==> src/design/csrb_pkg.sv <==
// Purpose: shared constants and carriers for the core special register bank
// Assumes: 8-bit data path, 11-bit program counter
// Notes: offsets are word addresses on the core data-memory bus
package csrb_pkg;
  localparam logic [6:0] CSRB_OFF_INDIRECT = 7'h00;
  localparam logic [6:0] CSRB_OFF_TIMER0 = 7'h01;
  localparam logic [6:0] CSRB_OFF_PCL = 7'h02;
  localparam logic [6:0] CSRB_OFF_STATUS = 7'h03;
  localparam logic [6:0] CSRB_OFF_FSP = 7'h04;
  localparam logic [6:0] CSRB_OFF_PORT_A_DATA = 7'h05;
  localparam logic [6:0] CSRB_OFF_PORT_B_DATA = 7'h06;
  localparam logic [6:0] CSRB_OFF_PORT_C_DATA = 7'h07;
  localparam logic [6:0] CSRB_OFF_PWR = 7'h08;
  localparam logic [6:0] CSRB_OFF_WAKE = 7'h09;
  localparam logic [6:0] CSRB_SFR_LAST = 7'h1f;
  localparam int CSRB_ST_C = 0;
  localparam int CSRB_ST_DC = 1;
  localparam int CSRB_ST_Z = 2;
  localparam int CSRB_ST_PD = 3;
  localparam int CSRB_ST_TO = 4;
  localparam int CSRB_ST_BK0 = 6;
  localparam int CSRB_PW_LVR = 3;
  localparam int CSRB_PW_PA5 = 4;
  localparam int CSRB_PW_LVD = 5;
  localparam int CSRB_PW_WDT = 7;
  localparam logic [7:0] CSRB_RST_STATUS = 8'h18;
  localparam logic [7:0] CSRB_RST_FSP = 8'h00;
  localparam logic [7:0] CSRB_RST_PWR = 8'h98;
  localparam logic [7:0] CSRB_RST_WAKE = 8'hff;
  localparam logic [7:0] CSRB_RST_BYTE = 8'h00;
  localparam logic [10:0] CSRB_RST_PC = 11'h000;
  localparam logic [7:0] CSRB_PORT_C_DATA_MASK = 8'h03;

  typedef enum logic [1:0] {
    CSRB_T0_INST = 2'b00,
    CSRB_T0_EXT = 2'b01,
    CSRB_T0_LOSC = 2'b10
  } csrb_t0src_e;

  typedef enum logic [2:0] {
    CSRB_PC_STEP = 3'b000,
    CSRB_PC_HOLD = 3'b001,
    CSRB_PC_JUMP = 3'b010,
    CSRB_PC_CALL = 3'b011
  } csrb_pcop_e;

  // data-memory access from the core
  typedef struct packed {
    logic rd;
    logic wr;
    logic [6:0] addr;
    logic [7:0] wdata;
  } csrb_acc_s;

  // flag results of an executed ALU instruction
  typedef struct packed {
    logic upd_c;
    logic upd_dc;
    logic upd_z;
    logic c;
    logic dc;
    logic z;
  } csrb_alu_s;

  typedef struct packed {
    logic [7:0] timer0;
    logic [10:0] pc;
    logic [7:0] status;
    logic [7:0] fsp;
    logic [7:0] lat_a;
    logic [7:0] lat_b;
    logic [7:0] lat_c;
    logic [7:0] pwr;
    logic [7:0] wake;
    logic [7:0] pa_s1;
    logic [7:0] pa_s2;
    logic [7:0] pb_s1;
    logic [7:0] pb_s2;
    logic [1:0] pc_s1;
    logic [1:0] pc_s2;
    logic [2:0] ext_s;
    logic [2:0] losc_s;
    logic [7:0] rdata;
  } csrb_state_s;
endpackage : csrb_pkg

==> src/design/csrb_bank.sv <==
// Purpose: core special register bank, addresses 0x0 to 0x9 in every bank
// Assumes: core issues one access and one pc operation per instruction cycle
// Notes: indirect access above 0x1f goes out on the gpr port; read data is registered
// Functional notes
// - indirect port has no storage; accesses go to pointer-addressed register
// - timer0 reads return the live count; writes replace the count
// - timer0 ticks from instruction clock, external pin or low oscillator
// - pc low byte is bits 7:0 of pc; pc steps one per instruction
// - pc bits 10:8 change through the high buffer, a jump, a call or a step carry
// - long jump loads all eleven pc bits from the instruction
// - long call loads pc from instruction and pushes pc plus one
// - carry set on add carry or subtract no-borrow, else cleared
// - half carry set on nibble carry or nibble no-borrow, else cleared
// - zero flag follows whether the result is zero
// - power-down flag is one after reset or clear-watchdog, zero after sleep
// - time-out flag one after reset, clear-watchdog, sleep; zero on timeout
// - two status bank bits choose one of four banks
// - pointer low seven bits pick a register; top bit is spare storage
// - port read gives pin for inputs, pin or latch for outputs by option
// - port write stores into the output latch whatever the direction
// - watchdog enable bit resets to one
// - low-voltage reset enable bit resets to one
// - low-voltage detector enable bit resets to zero
// - pa5 pull-up disable bit, active low enable, resets to one
// - spare power-control bits are plain storage resetting to zero
// - each port-b wake enable bit resets to one
// - addresses 0x0 to 0x1f in every bank reach the bank-0 registers
// - indirect address is bank bits joined with pointer low seven bits
`timescale 1ns/1ps
module csrb_bank (
  input wire logic core_clk, // core clock
  input wire logic nrst, // async reset, active low
  input wire csrb_pkg::csrb_acc_s acc, // direct access, address op[6:0]
  output logic [7:0] rdata, // read data, one cycle after rd
  output logic [8:0] gpr_addr, // bank and location to data memory
  output logic gpr_rd, // data memory read strobe
  output logic gpr_wr, // data memory write strobe
  output logic [7:0] gpr_wdata, // data memory write data
  input wire logic [7:0] gpr_rdata, // data memory read data
  input wire csrb_pkg::csrb_pcop_e pc_op, // program counter operation
  input wire logic [10:0] pc_target, // address field of long jump or call
  input wire logic [2:0] pc_high_buffer, // high pc buffer contents
  output logic [10:0] pc, // program counter
  output logic stack_push, // push return address
  output logic [10:0] stack_data, // return address
  input wire csrb_pkg::csrb_alu_s alu, // flag results
  input wire logic sleep_exec, // sleep instruction executed
  input wire logic clrwdt_exec, // clear-watchdog instruction executed
  input wire logic wdt_timeout, // watchdog timeout event
  input wire csrb_pkg::csrb_t0src_e timer0_mode_setting, // timer0 source
  input wire logic timer0_run, // timer0 counting allowed
  input wire logic timer0_external_clock_pin, // external timer0 clock pin
  input wire logic low_osc_clk, // low oscillator, sampled as a pin
  input wire logic instruction_clock, // one-cycle instruction tick
  input wire logic port_read_option, // 1: output pins read latch
  input wire logic [7:0] pa_pin, // port a pin levels
  input wire logic [7:0] pb_pin, // port b pin levels
  input wire logic [1:0] pc_pin, // port c pin levels
  input wire logic [7:0] pa_dir_in, // 1 marks an input pin
  input wire logic [7:0] pb_dir_in, // 1 marks an input pin
  input wire logic [1:0] pc_dir_in, // 1 marks an input pin
  output logic [7:0] port_a_data, // port a output latch
  output logic [7:0] port_b_data, // port b output latch
  output logic [1:0] port_c_data, // port c output latch
  output logic [1:0] bank_select, // current bank
  output logic watchdog_enable, // watchdog on
  output logic low_voltage_detect_enable, // detector on
  output logic low_voltage_reset_enable, // low-voltage reset on
  output logic pa5_pullup_disable, // 0 enables pa5 pull-up
  output logic [7:0] pin_wake_enable // port b wake enables
);
  import csrb_pkg::*;

  csrb_state_s s_reg;
  csrb_state_s s_next;
  logic [6:0] eff_addr;
  logic ind;
  logic sfr_hit;
  logic t0_tick;
  logic st_wr;

  function automatic logic [7:0] port_view(input logic [7:0] pin,
      input logic [7:0] lat, input logic [7:0] dir_in);
    port_view = (pin & dir_in) |
        ((port_read_option ? lat : pin) & ~dir_in);
  endfunction : port_view

  // indirect accesses redirect through the pointer
  assign ind = (acc.addr == CSRB_OFF_INDIRECT);
  assign eff_addr = ind ? s_reg.fsp[6:0] : acc.addr;
  // low addresses land in bank 0 whatever the bank bits; an indirect
  // access through a zero pointer lands here too and does nothing
  assign sfr_hit = (eff_addr <= CSRB_SFR_LAST);
  assign gpr_addr = {s_reg.status[CSRB_ST_BK0+1:CSRB_ST_BK0],
      eff_addr};
  assign gpr_rd = acc.rd && !sfr_hit;
  assign gpr_wr = acc.wr && !sfr_hit;
  assign gpr_wdata = acc.wdata;
  assign st_wr = acc.wr && sfr_hit && (eff_addr == CSRB_OFF_STATUS);

  // edge detect after the two-stage synchronisers
  always_comb begin
    unique case (timer0_mode_setting)
      CSRB_T0_INST: t0_tick = instruction_clock;
      CSRB_T0_EXT: t0_tick = s_reg.ext_s[1] & ~s_reg.ext_s[2];
      CSRB_T0_LOSC: t0_tick = s_reg.losc_s[1] & ~s_reg.losc_s[2];
      default: t0_tick = 1'b0;
    endcase
  end

  always_comb begin
    s_next = s_reg;
    s_next.ext_s = {s_reg.ext_s[1:0], timer0_external_clock_pin};
    s_next.losc_s = {s_reg.losc_s[1:0], low_osc_clk};
    s_next.pa_s1 = pa_pin;
    s_next.pa_s2 = s_reg.pa_s1;
    s_next.pb_s1 = pb_pin;
    s_next.pb_s2 = s_reg.pb_s1;
    s_next.pc_s1 = pc_pin;
    s_next.pc_s2 = s_reg.pc_s1;
    if (timer0_run && t0_tick) begin
      s_next.timer0 = s_reg.timer0 + 8'h01;
    end
    unique case (pc_op)
      CSRB_PC_STEP: s_next.pc = s_reg.pc + 11'h001;
      CSRB_PC_HOLD: s_next.pc = s_reg.pc;
      CSRB_PC_JUMP: s_next.pc = pc_target;
      CSRB_PC_CALL: s_next.pc = pc_target;
      default: s_next.pc = s_reg.pc;
    endcase
    if (alu.upd_c) begin
      s_next.status[CSRB_ST_C] = alu.c;
    end
    if (alu.upd_dc) begin
      s_next.status[CSRB_ST_DC] = alu.dc;
    end
    if (alu.upd_z) begin
      s_next.status[CSRB_ST_Z] = alu.z;
    end
    if (acc.wr && sfr_hit) begin
      unique case (eff_addr)
        CSRB_OFF_TIMER0: s_next.timer0 = acc.wdata;
        CSRB_OFF_PCL: s_next.pc = {pc_high_buffer, acc.wdata};
        CSRB_OFF_STATUS: s_next.status = acc.wdata;
        CSRB_OFF_FSP: s_next.fsp = acc.wdata;
        CSRB_OFF_PORT_A_DATA: s_next.lat_a = acc.wdata;
        CSRB_OFF_PORT_B_DATA: s_next.lat_b = acc.wdata;
        CSRB_OFF_PORT_C_DATA: s_next.lat_c = acc.wdata & CSRB_PORT_C_DATA_MASK;
        CSRB_OFF_PWR: s_next.pwr = acc.wdata;
        CSRB_OFF_WAKE: s_next.wake = acc.wdata;
        default: s_next.rdata = s_reg.rdata;
      endcase
    end
    // instruction events win over a software write to the same bits
    if (sleep_exec) begin
      s_next.status[CSRB_ST_PD] = 1'b0;
      s_next.status[CSRB_ST_TO] = 1'b1;
    end
    if (clrwdt_exec) begin
      s_next.status[CSRB_ST_PD] = 1'b1;
      s_next.status[CSRB_ST_TO] = 1'b1;
    end
    if (wdt_timeout) begin
      s_next.status[CSRB_ST_TO] = 1'b0;
    end
    if (acc.rd) begin
      if (!sfr_hit) begin
        s_next.rdata = gpr_rdata;
      end else begin
        unique case (eff_addr)
          CSRB_OFF_TIMER0: s_next.rdata = s_reg.timer0;
          CSRB_OFF_PCL: s_next.rdata = s_reg.pc[7:0];
          CSRB_OFF_STATUS: s_next.rdata = s_reg.status;
          CSRB_OFF_FSP: s_next.rdata = s_reg.fsp;
          CSRB_OFF_PORT_A_DATA: s_next.rdata =
              port_view(s_reg.pa_s2, s_reg.lat_a, pa_dir_in);
          CSRB_OFF_PORT_B_DATA: s_next.rdata =
              port_view(s_reg.pb_s2, s_reg.lat_b, pb_dir_in);
          CSRB_OFF_PORT_C_DATA: s_next.rdata = port_view({6'h00, s_reg.pc_s2},
              s_reg.lat_c, {6'h00, pc_dir_in}) & CSRB_PORT_C_DATA_MASK;
          CSRB_OFF_PWR: s_next.rdata = s_reg.pwr;
          CSRB_OFF_WAKE: s_next.rdata = s_reg.wake;
          default: s_next.rdata = CSRB_RST_BYTE;
        endcase
      end
    end
  end

  always_ff @(posedge core_clk or negedge nrst) begin
    if (!nrst) begin
      s_reg <= '0;
      s_reg.pc <= CSRB_RST_PC;
      s_reg.status <= CSRB_RST_STATUS;
      s_reg.fsp <= CSRB_RST_FSP;
      s_reg.pwr <= CSRB_RST_PWR;
      s_reg.wake <= CSRB_RST_WAKE;
    end else begin
      s_reg <= s_next;
    end
  end

  assign rdata = s_reg.rdata;
  assign pc = s_reg.pc;
  assign stack_push = (pc_op == CSRB_PC_CALL);
  assign stack_data = s_reg.pc + 11'h001;
  assign port_a_data = s_reg.lat_a;
  assign port_b_data = s_reg.lat_b;
  assign port_c_data = s_reg.lat_c[1:0];
  assign bank_select = s_reg.status[CSRB_ST_BK0+1:CSRB_ST_BK0];
  assign watchdog_enable = s_reg.pwr[CSRB_PW_WDT];
  assign low_voltage_detect_enable = s_reg.pwr[CSRB_PW_LVD];
  assign low_voltage_reset_enable = s_reg.pwr[CSRB_PW_LVR];
  assign pa5_pullup_disable = s_reg.pwr[CSRB_PW_PA5];
  assign pin_wake_enable = s_reg.wake;

  // address decode and data-memory redirection
  a_sfr_alias: assert property (@(posedge core_clk)
      disable iff (!nrst)
      acc.wr && !ind && acc.addr <= CSRB_SFR_LAST |-> !gpr_wr)
    else $error("sfr write leaked to memory");
  a_gpr_range: assert property (@(posedge core_clk)
      disable iff (!nrst)
      gpr_rd || gpr_wr |-> gpr_addr[6:0] > CSRB_SFR_LAST)
    else $error("memory strobe for a special address");
  a_refused_write: assert property (@(posedge core_clk)
      disable iff (!nrst) acc.wr && !ind && acc.addr > CSRB_OFF_WAKE &&
      acc.addr <= CSRB_SFR_LAST |=> $stable(s_reg.pwr) && $stable(s_reg.wake))
    else $error("unused address changed a register");
  a_refused_read: assert property (@(posedge core_clk)
      disable iff (!nrst) acc.rd && !ind && acc.addr > CSRB_OFF_WAKE &&
      acc.addr <= CSRB_SFR_LAST |=> rdata == CSRB_RST_BYTE)
    else $error("unused address read not zero");
  a_indirect_addr: assert property (@(posedge core_clk)
      disable iff (!nrst)
      ind && gpr_rd |-> gpr_addr == {bank_select, s_reg.fsp[6:0]})
    else $error("indirect address wrong");
  a_ind_wr_addr: assert property (@(posedge core_clk)
      disable iff (!nrst)
      ind && gpr_wr |-> gpr_addr == {bank_select, s_reg.fsp[6:0]})
    else $error("indirect write address wrong");
  a_direct_addr: assert property (@(posedge core_clk)
      disable iff (!nrst)
      !ind && (gpr_rd || gpr_wr) |-> gpr_addr == {bank_select, acc.addr})
    else $error("direct address wrong");
  a_ind_write: assert property (@(posedge core_clk)
      disable iff (!nrst) ind && acc.wr && s_reg.fsp[6:0] > CSRB_SFR_LAST
      |-> gpr_wr && gpr_wdata == acc.wdata)
    else $error("indirect write not redirected");
  a_ind_read: assert property (@(posedge core_clk)
      disable iff (!nrst) ind && acc.rd && s_reg.fsp[6:0] > CSRB_SFR_LAST
      |=> rdata == $past(gpr_rdata))
    else $error("indirect read not redirected");
  a_ind_null: assert property (@(posedge core_clk)
      disable iff (!nrst) ind && acc.rd &&
      s_reg.fsp[6:0] == CSRB_OFF_INDIRECT |=> rdata == CSRB_RST_BYTE)
    else $error("indirect self read not zero");

  // timer0 count
  a_timer_write: assert property (@(posedge core_clk)
      disable iff (!nrst) acc.wr && !ind && acc.addr == CSRB_OFF_TIMER0
      |=> s_reg.timer0 == $past(acc.wdata))
    else $error("timer0 write lost");
  a_timer_read: assert property (@(posedge core_clk)
      disable iff (!nrst) acc.rd && !ind && acc.addr == CSRB_OFF_TIMER0
      |=> rdata == $past(s_reg.timer0))
    else $error("timer0 read not live");
  a_timer_tick: assert property (@(posedge core_clk)
      disable iff (!nrst) timer0_run && t0_tick && !(acc.wr && sfr_hit &&
      eff_addr == CSRB_OFF_TIMER0) |=> s_reg.timer0 == $past(s_reg.timer0) +
      8'h01)
    else $error("timer0 missed a tick");
  a_timer_idle: assert property (@(posedge core_clk)
      disable iff (!nrst)
      !timer0_run && !acc.wr |=> $stable(s_reg.timer0))
    else $error("timer0 moved while stopped");

  // program counter
  a_pc_step: assert property (@(posedge core_clk)
      disable iff (!nrst)
      pc_op == CSRB_PC_STEP && !acc.wr |=> pc == $past(pc) + 11'h001)
    else $error("pc did not step");
  a_pc_hold: assert property (@(posedge core_clk)
      disable iff (!nrst)
      pc_op == CSRB_PC_HOLD && !acc.wr |=> $stable(pc))
    else $error("pc moved on hold");
  a_pcl_read: assert property (@(posedge core_clk)
      disable iff (!nrst) acc.rd && !ind && acc.addr == CSRB_OFF_PCL
      |=> rdata == $past(pc[7:0]))
    else $error("pc low byte read wrong");
  a_pcl_write: assert property (@(posedge core_clk)
      disable iff (!nrst) acc.wr && !ind && acc.addr == CSRB_OFF_PCL
      |=> pc == {$past(pc_high_buffer), $past(acc.wdata)})
    else $error("pc low byte write wrong");
  a_pc_high_hold: assert property (@(posedge core_clk)
      disable iff (!nrst) pc_op == CSRB_PC_STEP && !acc.wr &&
      pc[7:0] != 8'hff |=> pc[10:8] == $past(pc[10:8]))
    else $error("pc high bits changed");
  a_jump_load: assert property (@(posedge core_clk)
      disable iff (!nrst)
      pc_op == CSRB_PC_JUMP && !acc.wr |=> pc == $past(pc_target))
    else $error("jump target not loaded");
  a_call_load: assert property (@(posedge core_clk)
      disable iff (!nrst)
      pc_op == CSRB_PC_CALL && !acc.wr |=> pc == $past(pc_target))
    else $error("call target not loaded");
  a_call_push: assert property (@(posedge core_clk)
      disable iff (!nrst) stack_push && !acc.wr
      |=> $past(stack_data) == $past(pc) + 11'h001)
    else $error("bad return address");

  // status and pointer
  a_carry_flag: assert property (@(posedge core_clk)
      disable iff (!nrst) alu.upd_c && !st_wr
      |=> s_reg.status[CSRB_ST_C] == $past(alu.c))
    else $error("carry flag wrong");
  a_half_carry: assert property (@(posedge core_clk)
      disable iff (!nrst) alu.upd_dc && !st_wr
      |=> s_reg.status[CSRB_ST_DC] == $past(alu.dc))
    else $error("half carry flag wrong");
  a_zero_flag: assert property (@(posedge core_clk)
      disable iff (!nrst) alu.upd_z && !st_wr
      |=> s_reg.status[CSRB_ST_Z] == $past(alu.z))
    else $error("zero flag wrong");
  a_sleep_flags: assert property (@(posedge core_clk)
      disable iff (!nrst) sleep_exec && !clrwdt_exec && !wdt_timeout
      |=> !s_reg.status[CSRB_ST_PD] && s_reg.status[CSRB_ST_TO])
    else $error("sleep flags wrong");
  a_clrwdt_flags: assert property (@(posedge core_clk)
      disable iff (!nrst) clrwdt_exec && !wdt_timeout
      |=> s_reg.status[CSRB_ST_PD] && s_reg.status[CSRB_ST_TO])
    else $error("clear-watchdog flags wrong");
  a_timeout_flag: assert property (@(posedge core_clk)
      disable iff (!nrst)
      wdt_timeout |=> !s_reg.status[CSRB_ST_TO])
    else $error("timeout flag not cleared");
  a_sleep_to: assert property (@(posedge core_clk)
      disable iff (!nrst)
      sleep_exec && !wdt_timeout |=> s_reg.status[CSRB_ST_TO])
    else $error("time-out flag not set by sleep");
  a_status_write: assert property (@(posedge core_clk)
      disable iff (!nrst) st_wr && !sleep_exec && !clrwdt_exec &&
      !wdt_timeout |=> s_reg.status == $past(acc.wdata))
    else $error("status write lost");
  a_fsp_write: assert property (@(posedge core_clk)
      disable iff (!nrst) acc.wr && !ind && acc.addr == CSRB_OFF_FSP
      |=> s_reg.fsp == $past(acc.wdata))
    else $error("pointer write lost");

  // port data
  a_port_a_data_latch: assert property (@(posedge core_clk)
      disable iff (!nrst) acc.wr && !ind && acc.addr == CSRB_OFF_PORT_A_DATA
      |=> port_a_data == $past(acc.wdata))
    else $error("port a latch wrong");
  a_port_b_data_latch: assert property (@(posedge core_clk)
      disable iff (!nrst) acc.wr && !ind && acc.addr == CSRB_OFF_PORT_B_DATA
      |=> port_b_data == $past(acc.wdata))
    else $error("port b latch wrong");
  a_port_c_data_latch: assert property (@(posedge core_clk)
      disable iff (!nrst) acc.wr && !ind && acc.addr == CSRB_OFF_PORT_C_DATA
      |=> port_c_data == $past(acc.wdata[1:0]))
    else $error("port c latch wrong");
  a_port_c_data_zero: assert property (@(posedge core_clk)
      disable iff (!nrst) acc.rd && !ind && acc.addr == CSRB_OFF_PORT_C_DATA
      |=> rdata[7:2] == 6'h00)
    else $error("port c upper bits not zero");
  a_port_a_data_pin: assert property (@(posedge core_clk)
      disable iff (!nrst) acc.rd && !ind && acc.addr == CSRB_OFF_PORT_A_DATA &&
      !port_read_option |=> rdata == $past(s_reg.pa_s2))
    else $error("port a pin read wrong");
  a_port_b_data_pin: assert property (@(posedge core_clk)
      disable iff (!nrst) acc.rd && !ind && acc.addr == CSRB_OFF_PORT_B_DATA &&
      !port_read_option |=> rdata == $past(s_reg.pb_s2))
    else $error("port b pin read wrong");

  // power control and wake enables
  a_pwr_write: assert property (@(posedge core_clk)
      disable iff (!nrst) acc.wr && !ind && acc.addr == CSRB_OFF_PWR
      |=> s_reg.pwr == $past(acc.wdata))
    else $error("power control write lost");
  a_wake_write: assert property (@(posedge core_clk)
      disable iff (!nrst) acc.wr && !ind && acc.addr == CSRB_OFF_WAKE
      |=> pin_wake_enable == $past(acc.wdata))
    else $error("wake enable write lost");

  c_call: cover property (@(posedge core_clk) stack_push);
  c_ind_read: cover property (@(posedge core_clk) ind && gpr_rd);
  c_sleep: cover property (@(posedge core_clk) sleep_exec);
  c_ext_tick: cover property (@(posedge core_clk)
      timer0_mode_setting == CSRB_T0_EXT && t0_tick);
  c_refused: cover property (@(posedge core_clk)
      acc.rd && acc.addr > CSRB_OFF_WAKE && acc.addr <= CSRB_SFR_LAST);
endmodule : csrb_bank

==> config.mk <==
export PLATFORM = sky130hd
export DESIGN_NAME = csrb_bank
export DESIGN_NICKNAME = d
export VERILOG_FILES = /design/src/design/csrb_pkg.sv /design/src/design/csrb_bank.sv
export SDC_FILE = /design/constraint.sdc
export NUM_CORES = 1
export LEC_CHECK = 0
export CORE_MARGIN = 5
export CORE_UTILIZATION = 40
export DETAILED_ROUTE_END_ITERATION = 12
export DONT_BUFFER_PORTS = 1
export SLEW_MARGIN = 10
export SYNTH_ARGS = -nofsm -noshare
export SYNTH_HDL_FRONTEND = slang
export SYNTH_SLANG_ARGS = --single-unit
==> constraint.sdc <==
create_clock -name core_clk -period 2.5 [get_ports core_clk]
set_input_delay 0.25 -clock core_clk [delete_from_list [all_inputs] [get_ports core_clk]]
set_output_delay 0.25 -clock core_clk [all_outputs]
set_load 0.02 [all_outputs]
After elaboration in Yosys (flattened, before gate mapping)
Cells that the tools add are included.

Output and inout bits: 82. Word-level logic and storage cells: 100. Register bits: 119. Input bits: 96.

Reduce and logical (&&, ||, !) cells: 22. Eq/ne operators: 13. Bitwise logic cells: 16. $lt $le $gt $ge: 1. Add/subtract/negate cells: 2. Multiplexer cells: 25.

Operators by type and width (count): 8-bit two-way mux (11); 75-bit two-way mux (1); 8-bit one-hot mux with 9 select lines (1); 8-bit bitwise AND (4); 7-bit by 3-bit == test with 1-bit output (second input constant) (4); 11-bit one-hot mux with 2 select lines (1); 2-bit AND reduction (9); 8-bit inverter (2); 8-bit bitwise OR (2); 7-bit by 2-bit == test with 1-bit output (second input constant) (2); 7-bit by 4-bit == test with 1-bit output (second input constant) (2); 11-bit by 1-bit adder with 11-bit output (second input constant) (1); 11-bit two-way mux (1); 8-bit by 1-bit adder with 8-bit output (second input constant) (1); 2-bit two-way mux (4); 4-bit nonzero test (2); 7-bit by 1-bit == test with 1-bit output (second input constant) (1); 7-bit by 5-bit less-or-equal comparator with 1-bit output (second input constant) (1); 7-bit logical NOT (1); 7-bit two-way mux (1); 3-bit by 2-bit == test with 1-bit output (second input constant) (2); 3-bit nonzero test (2); 2-bit bitwise AND (2); 1-bit logical AND (4); other kinds (12) (17).

Depth between registers and ports, before layout
Depth after elaboration: 10. Depth in mapped cells: 9. Mapped depth without buffers: 7.

Worst setup path before layout
OpenSTA, ideal clock, no wires.

Kind: register to register. Start point: register s_reg[96] (netlist name). End point: register s_reg[92] (netlist name). Setup slack: 0.323 ns. Library setup time: 0.125 ns. Data arrival time: 2.052 ns. Cell stages (with the launch flop): 6. Cells stage by stage: dfrtp_1 > or2_1 > a311oi_2 > nand2_2 > nor4_4 > mux2_2.

Word-level cells in the longest chain between the ends: 4.

RTL lines: start, declared (line csrb_bank.sv:74) `csrb_state_s s_reg;`; start signal, assigned (line csrb_bank.sv:198) `s_reg <= s_next;`; 7-bit two-way mux * (line csrb_bank.sv:90) `assign eff_addr = ind ? s_reg.fsp[6:0] : acc.addr;`; 7-bit by 5-bit less-or-equal comparator with 1-bit output (line csrb_bank.sv:93) `assign sfr_hit = (eff_addr <= CSRB_SFR_LAST);`; 1-bit logical AND (line csrb_bank.sv:140) `if (acc.wr && sfr_hit) begin`; 2-bit AND reduction (no line) *.

Mark *: on every way between the ends. The rest lies on a longest branch, timed or not. A chain may end at the register's enable or synchronous reset.

Worst setup path in the final report
Start point: register s_reg[96] (netlist name). End point: register s_reg (netlist bit rdata[2]).

Word-level cells in the longest chain between the ends: 4.

RTL lines: 7-bit two-way mux * (line csrb_bank.sv:90); 7-bit by 4-bit == test with 1-bit output (tied with other cells) (line csrb_bank.sv:170) `unique case (eff_addr)`; 8-bit one-hot mux with 9 select lines (line csrb_bank.sv:170); 8-bit two-way mux * (line csrb_bank.sv:167) `if (!sfr_hit) begin`.

Marked as above.

==> impl_metrics.xml <==
<?xml version="1.0" encoding="UTF-8"?>
<metrics>
  <group name="global_routing">
    <metric name="antenna_violations_before_repair" unit="">2</metric>
    <metric name="groute.usage.overall" unit="%">19.8</metric>
    <metric name="grt_pass1_wl" unit="microns">27500</metric>
    <metric name="globalRoute.totalOverflow" unit="">0</metric>
    <metric name="grt_pass1_vias" unit="">4661</metric>
    <metric name="grt_start_max_net_pins" unit="">120</metric>
  </group>
  <group name="detailed_routing">
    <metric name="drt_first_iter_violations" unit="">429</metric>
    <metric name="postRouteWirelength" unit="microns">18100</metric>
    <metric name="via_count" unit="">4603</metric>
    <metric name="route.detailed.wl_per_inst" unit="microns">22.0</metric>
    <metric name="via_count_normalized_by_instance_count" unit="">5.61</metric>
    <metric name="drt.antenna.violating_nets" unit="">0</metric>
    <metric name="drt_pre_antenna_iters" unit="">5</metric>
    <metric name="detail_route.drc_violations" unit="">0</metric>
  </group>
  <group name="floorplan">
    <metric name="start_util" unit="%">40.4</metric>
    <metric name="die_area" unit="sq mm">0.0186</metric>
    <metric name="ios" unit="">178</metric>
    <metric name="floorplan.core_area" unit="sq mm">0.0158</metric>
    <metric name="fp.dieW" unit="microns">136</metric>
    <metric name="placementRows" unit="">46</metric>
    <metric name="die_y" unit="microns">136</metric>
  </group>
  <group name="power">
    <metric name="power_dissipated_by_switching_net_loads" unit="uW">1350</metric>
    <metric name="power_switching_share" unit="%">24.9</metric>
    <metric name="power.sequential.fraction" unit="%">41.4</metric>
    <metric name="intPower" unit="uW">4080</metric>
    <metric name="combinationalPowerShare" unit="%">10.1</metric>
    <metric name="power.total" unit="uW">5430</metric>
    <metric name="powerDensity" unit="mW/mm^2">742</metric>
    <metric name="clock_share_of_power" unit="%">48.5</metric>
    <metric name="power.static_leakage" unit="uW">0.00305</metric>
    <metric name="vdd_drop_max" unit="uV">601</metric>
  </group>
  <group name="critical_path">
    <metric name="cpPeakStageDelay" unit="ns">0.59</metric>
    <metric name="worstSetupEndpointType" unit="">flop</metric>
    <metric name="worstPathRequired" unit="ns">2.74</metric>
    <metric name="critical_path_class" unit="">flop to flop</metric>
    <metric name="critical_path_peak_fanout" unit="">7</metric>
    <metric name="cp-start-kind" unit="">flop</metric>
    <metric name="worst-endpoint-arrival" unit="ns">2.56</metric>
    <metric name="path_cells" unit="">nor3_2 -&gt; nor3_1 -&gt; nand4b_1 -&gt; buf_4 -&gt; o21bai_1 -&gt; a21oi_1 -&gt; a2bb2oi_1</metric>
    <metric name="cp_slowest_cell" unit="">a21oi_1</metric>
  </group>
  <group name="status">
    <metric name="failing_checks" unit="">hold timing</metric>
    <metric name="outcome" unit="">finished, violations left</metric>
  </group>
  <group name="yosys">
    <metric name="postSynth.topFlopCell" unit="">dfrtp_1</metric>
    <metric name="postSynthNetCount" unit="">693</metric>
    <metric name="netlist_top_cells_count" unit="">dfrtp_1 (106), buf_4 (60), mux2_2 (52), nor2_1 (36), nand2_1 (33)</metric>
    <metric name="yosysMostFrequentCell" unit="">dfrtp_1</metric>
    <metric name="post_synth.cell_area_avg" unit="sq um">10.7</metric>
    <metric name="post_synth_num_cell_types" unit="">63</metric>
    <metric name="synth.yosys.seq_area_share" unit="%">47.0</metric>
    <metric name="yosys.area.top_type" unit="">dfrtp_1</metric>
    <metric name="synth_largest_type_area_fraction" unit="%">41.6</metric>
    <metric name="synthesis.instances" unit="">595</metric>
    <metric name="post_syn_area" unit="sq mm">0.00638</metric>
    <metric name="synth_edf_count" unit="">0</metric>
    <metric name="ys_seq_elements" unit="">119</metric>
    <metric name="synth-async-reset-ratio" unit="%">100</metric>
    <metric name="yosys_warnings" unit="">0</metric>
    <metric name="synth.top_cells.by_area" unit="">dfrtp_1 (42%), mux2_2 (9.2%), buf_4 (7.1%), dfstp_2 (5.4%), mux2i_1 (3.8%)</metric>
  </group>
  <group name="clocking">
    <metric name="cts.reportedPaths.clkPinSlew" unit="ns">0.06</metric>
    <metric name="htreeDepth" unit="">4</metric>
    <metric name="clock_tree_from_tritoncts" unit="">yes</metric>
    <metric name="cts.hold.buffers_added" unit="">32</metric>
    <metric name="clk-insertion-delay-late" unit="ns">0.41</metric>
    <metric name="clk_path_buf_depth" unit="">2</metric>
    <metric name="cts_made_buffers" unit="">17</metric>
    <metric name="cts.sinks" unit="">119</metric>
    <metric name="clock_tree_root" unit="">clkbuf_16</metric>
  </group>
  <group name="placed_design">
    <metric name="gp_routability_congestion" unit="">0.907</metric>
    <metric name="detailed_place.area" unit="sq mm">0.00631</metric>
    <metric name="total_half_perimeter_wirelength_after_legalization_and_detailed_placement" unit="microns">13300</metric>
    <metric name="port-buffer-count" unit="">0</metric>
  </group>
  <group name="timing">
    <metric name="timing.hold.ws" unit="ns">-0.468</metric>
    <metric name="final_setup_violation_count" unit="">0</metric>
    <metric name="clock.fmax" unit="MHz">431</metric>
    <metric name="max-slew-margin-rel" unit="%">52.9</metric>
    <metric name="timing.clock.skew" unit="ns">0.00594</metric>
    <metric name="report.final.slew_viol_count" unit="">0</metric>
    <metric name="timing.final.crit_period" unit="ns">2.32</metric>
    <metric name="tns" unit="ns">0</metric>
    <metric name="grt_setup_unrepaired" unit="">false</metric>
    <metric name="final.period_utilization" unit="%">92.8</metric>
    <metric name="finalHoldViolCount" unit="">119</metric>
    <metric name="worst-slew-pin-transition" unit="ns">0.702</metric>
  </group>
  <group name="min_path">
    <metric name="hold_path.class" unit="">input port to asynchronous set/reset pin</metric>
  </group>
  <group name="finish">
    <metric name="utilization" unit="%">46.3</metric>
    <metric name="flow.area_growth_from_synthesis" unit="%">14.6</metric>
    <metric name="post_route_cells_drive_above_1_share" unit="%">24.3</metric>
    <metric name="finalInstanceArea" unit="sq mm">0.00731</metric>
    <metric name="fill_cells" unit="">1472</metric>
    <metric name="max_ffs_per_register" unit="">46</metric>
    <metric name="final_nets" unit="">687</metric>
  </group>
  <group name="flow_run">
    <metric name="max_cap_violations" unit="">0</metric>
  </group>
</metrics>
power groups by stage:
stage | Sequential (uW) | Combinational [uW] | Clock [uW]
floorplan | 2190 | 517 | 0
global placement | 2270 | 475 | 0
detailed placement | 2280 | 485 | 0
CTS | 2250 | 547 | 2670
global route | 2260 | 600 | 2770
finish | 2250 | 547 | 2630
critical path, delay by kind of cell, from the launching register on:
family | cells | cell delay [ns]
and+or+nand+nor | 3 | 0.70
buffers and inverters | 1 | 0.18
AOI/OAI and AO/OA | 3 | 0.85
DFF | 1 | 0.43
per-stage QoR:
step | std cells | setup slack [ns]
2_1_floorplan | 595 | 0.323
6_report | 821 | 0.181
3_5_place_dp | 753 | 0.0597
3_3_place_gp | 753 | 0.192
5_1_grt | 820 | 0.0156
4_1_cts | 817 | 0.0320
cell families (layout without fill, tap and decap cells):
logic type | Yosys count | in the layout | synth area share (%)
muxes | 76 | 76 | 13.0
xor gates and xnor gates | 16 | 16 | 2.20
adders and majority gates | 2 | 2 | 0.392
and+or+nand+nor | 167 | 167 | 15.0
DFF | 119 | 119 | 47.0
AOI/OAI and AO/OA | 122 | 122 | 13.2
other | 0 | 3 | 0
buffers and inverters | 93 | 100 | 9.24
cells in the final DEF, fill, tap and decap left out, drive strengths merged, types with 4 or more instances in the layout:
master,n
a22o,8
xnor2,7
inv,9
nor2b,20
nand4,11
a2bb2oi,7
o22ai,12
nor4,7
a22oi,19
nor2,36
mux2i,24
a21o,4
clkinv,4
dfstp,13
mux2,52
and2,11
o21ai,24
dfrtp,106
xor2,9
bufinv,5
dlygate4sd3,32
nand3,13
nand2,35
clkbuf,20
a21oi,20
nor3,18
a31oi,5
buf,27
cell type report:
cell class | count | area (sq um) | share of cell area [%]
clock inverters | 12 | 200 | 2.74
multi-input cells | 383 | 2820 | 38.6
flip-flops and latches | 119 | 2990 | 41.0
repair buffers | 59 | 548 | 7.50
well taps | 216 | 270 | 3.70
inverters | 9 | 33.8 | 0.462
clock buffers | 20 | 437 | 5.98
diodes | 3 | 7.51 | 0.103
layer usage:
metal | wire length [microns] | track usage, % | vias up
met3 | 1730 | 7.88 | 31
met5 | 13 | 0 | -
met4 | 409 | 6.77 | 2
met1 | 7240 | 24.3 | 2300
met2 | 8700 | 31.6 | 182
li1 | - | - | 2088
what timing repair did:
item                                    4_1_cts  5_1_grt
buffers inserted                              0        1
resized for setup                             0        5
endpoints found under the setup margin        0       18
hold endpoints to repair                    206      119
worst paths after layout:
check | from | end | slack (ns) | cells past startpoint
max | s_reg[96] | rdata[2] | 0.18 | 7
min | nrst | s_next[20] | -0.47 | 0
max reg2reg | s_reg[96] | rdata[2] | 0.18 | 7
min reg2reg | s_next[18] | s_reg[18] | 0.34 | 0
max in group asynchronous | nrst | s_reg[102] | 2.71 | 0
min in group core_clk | pc_op[0] | pc[9] | 0.04 | 3
Note: power is estimated with default switching activity, not from simulation.
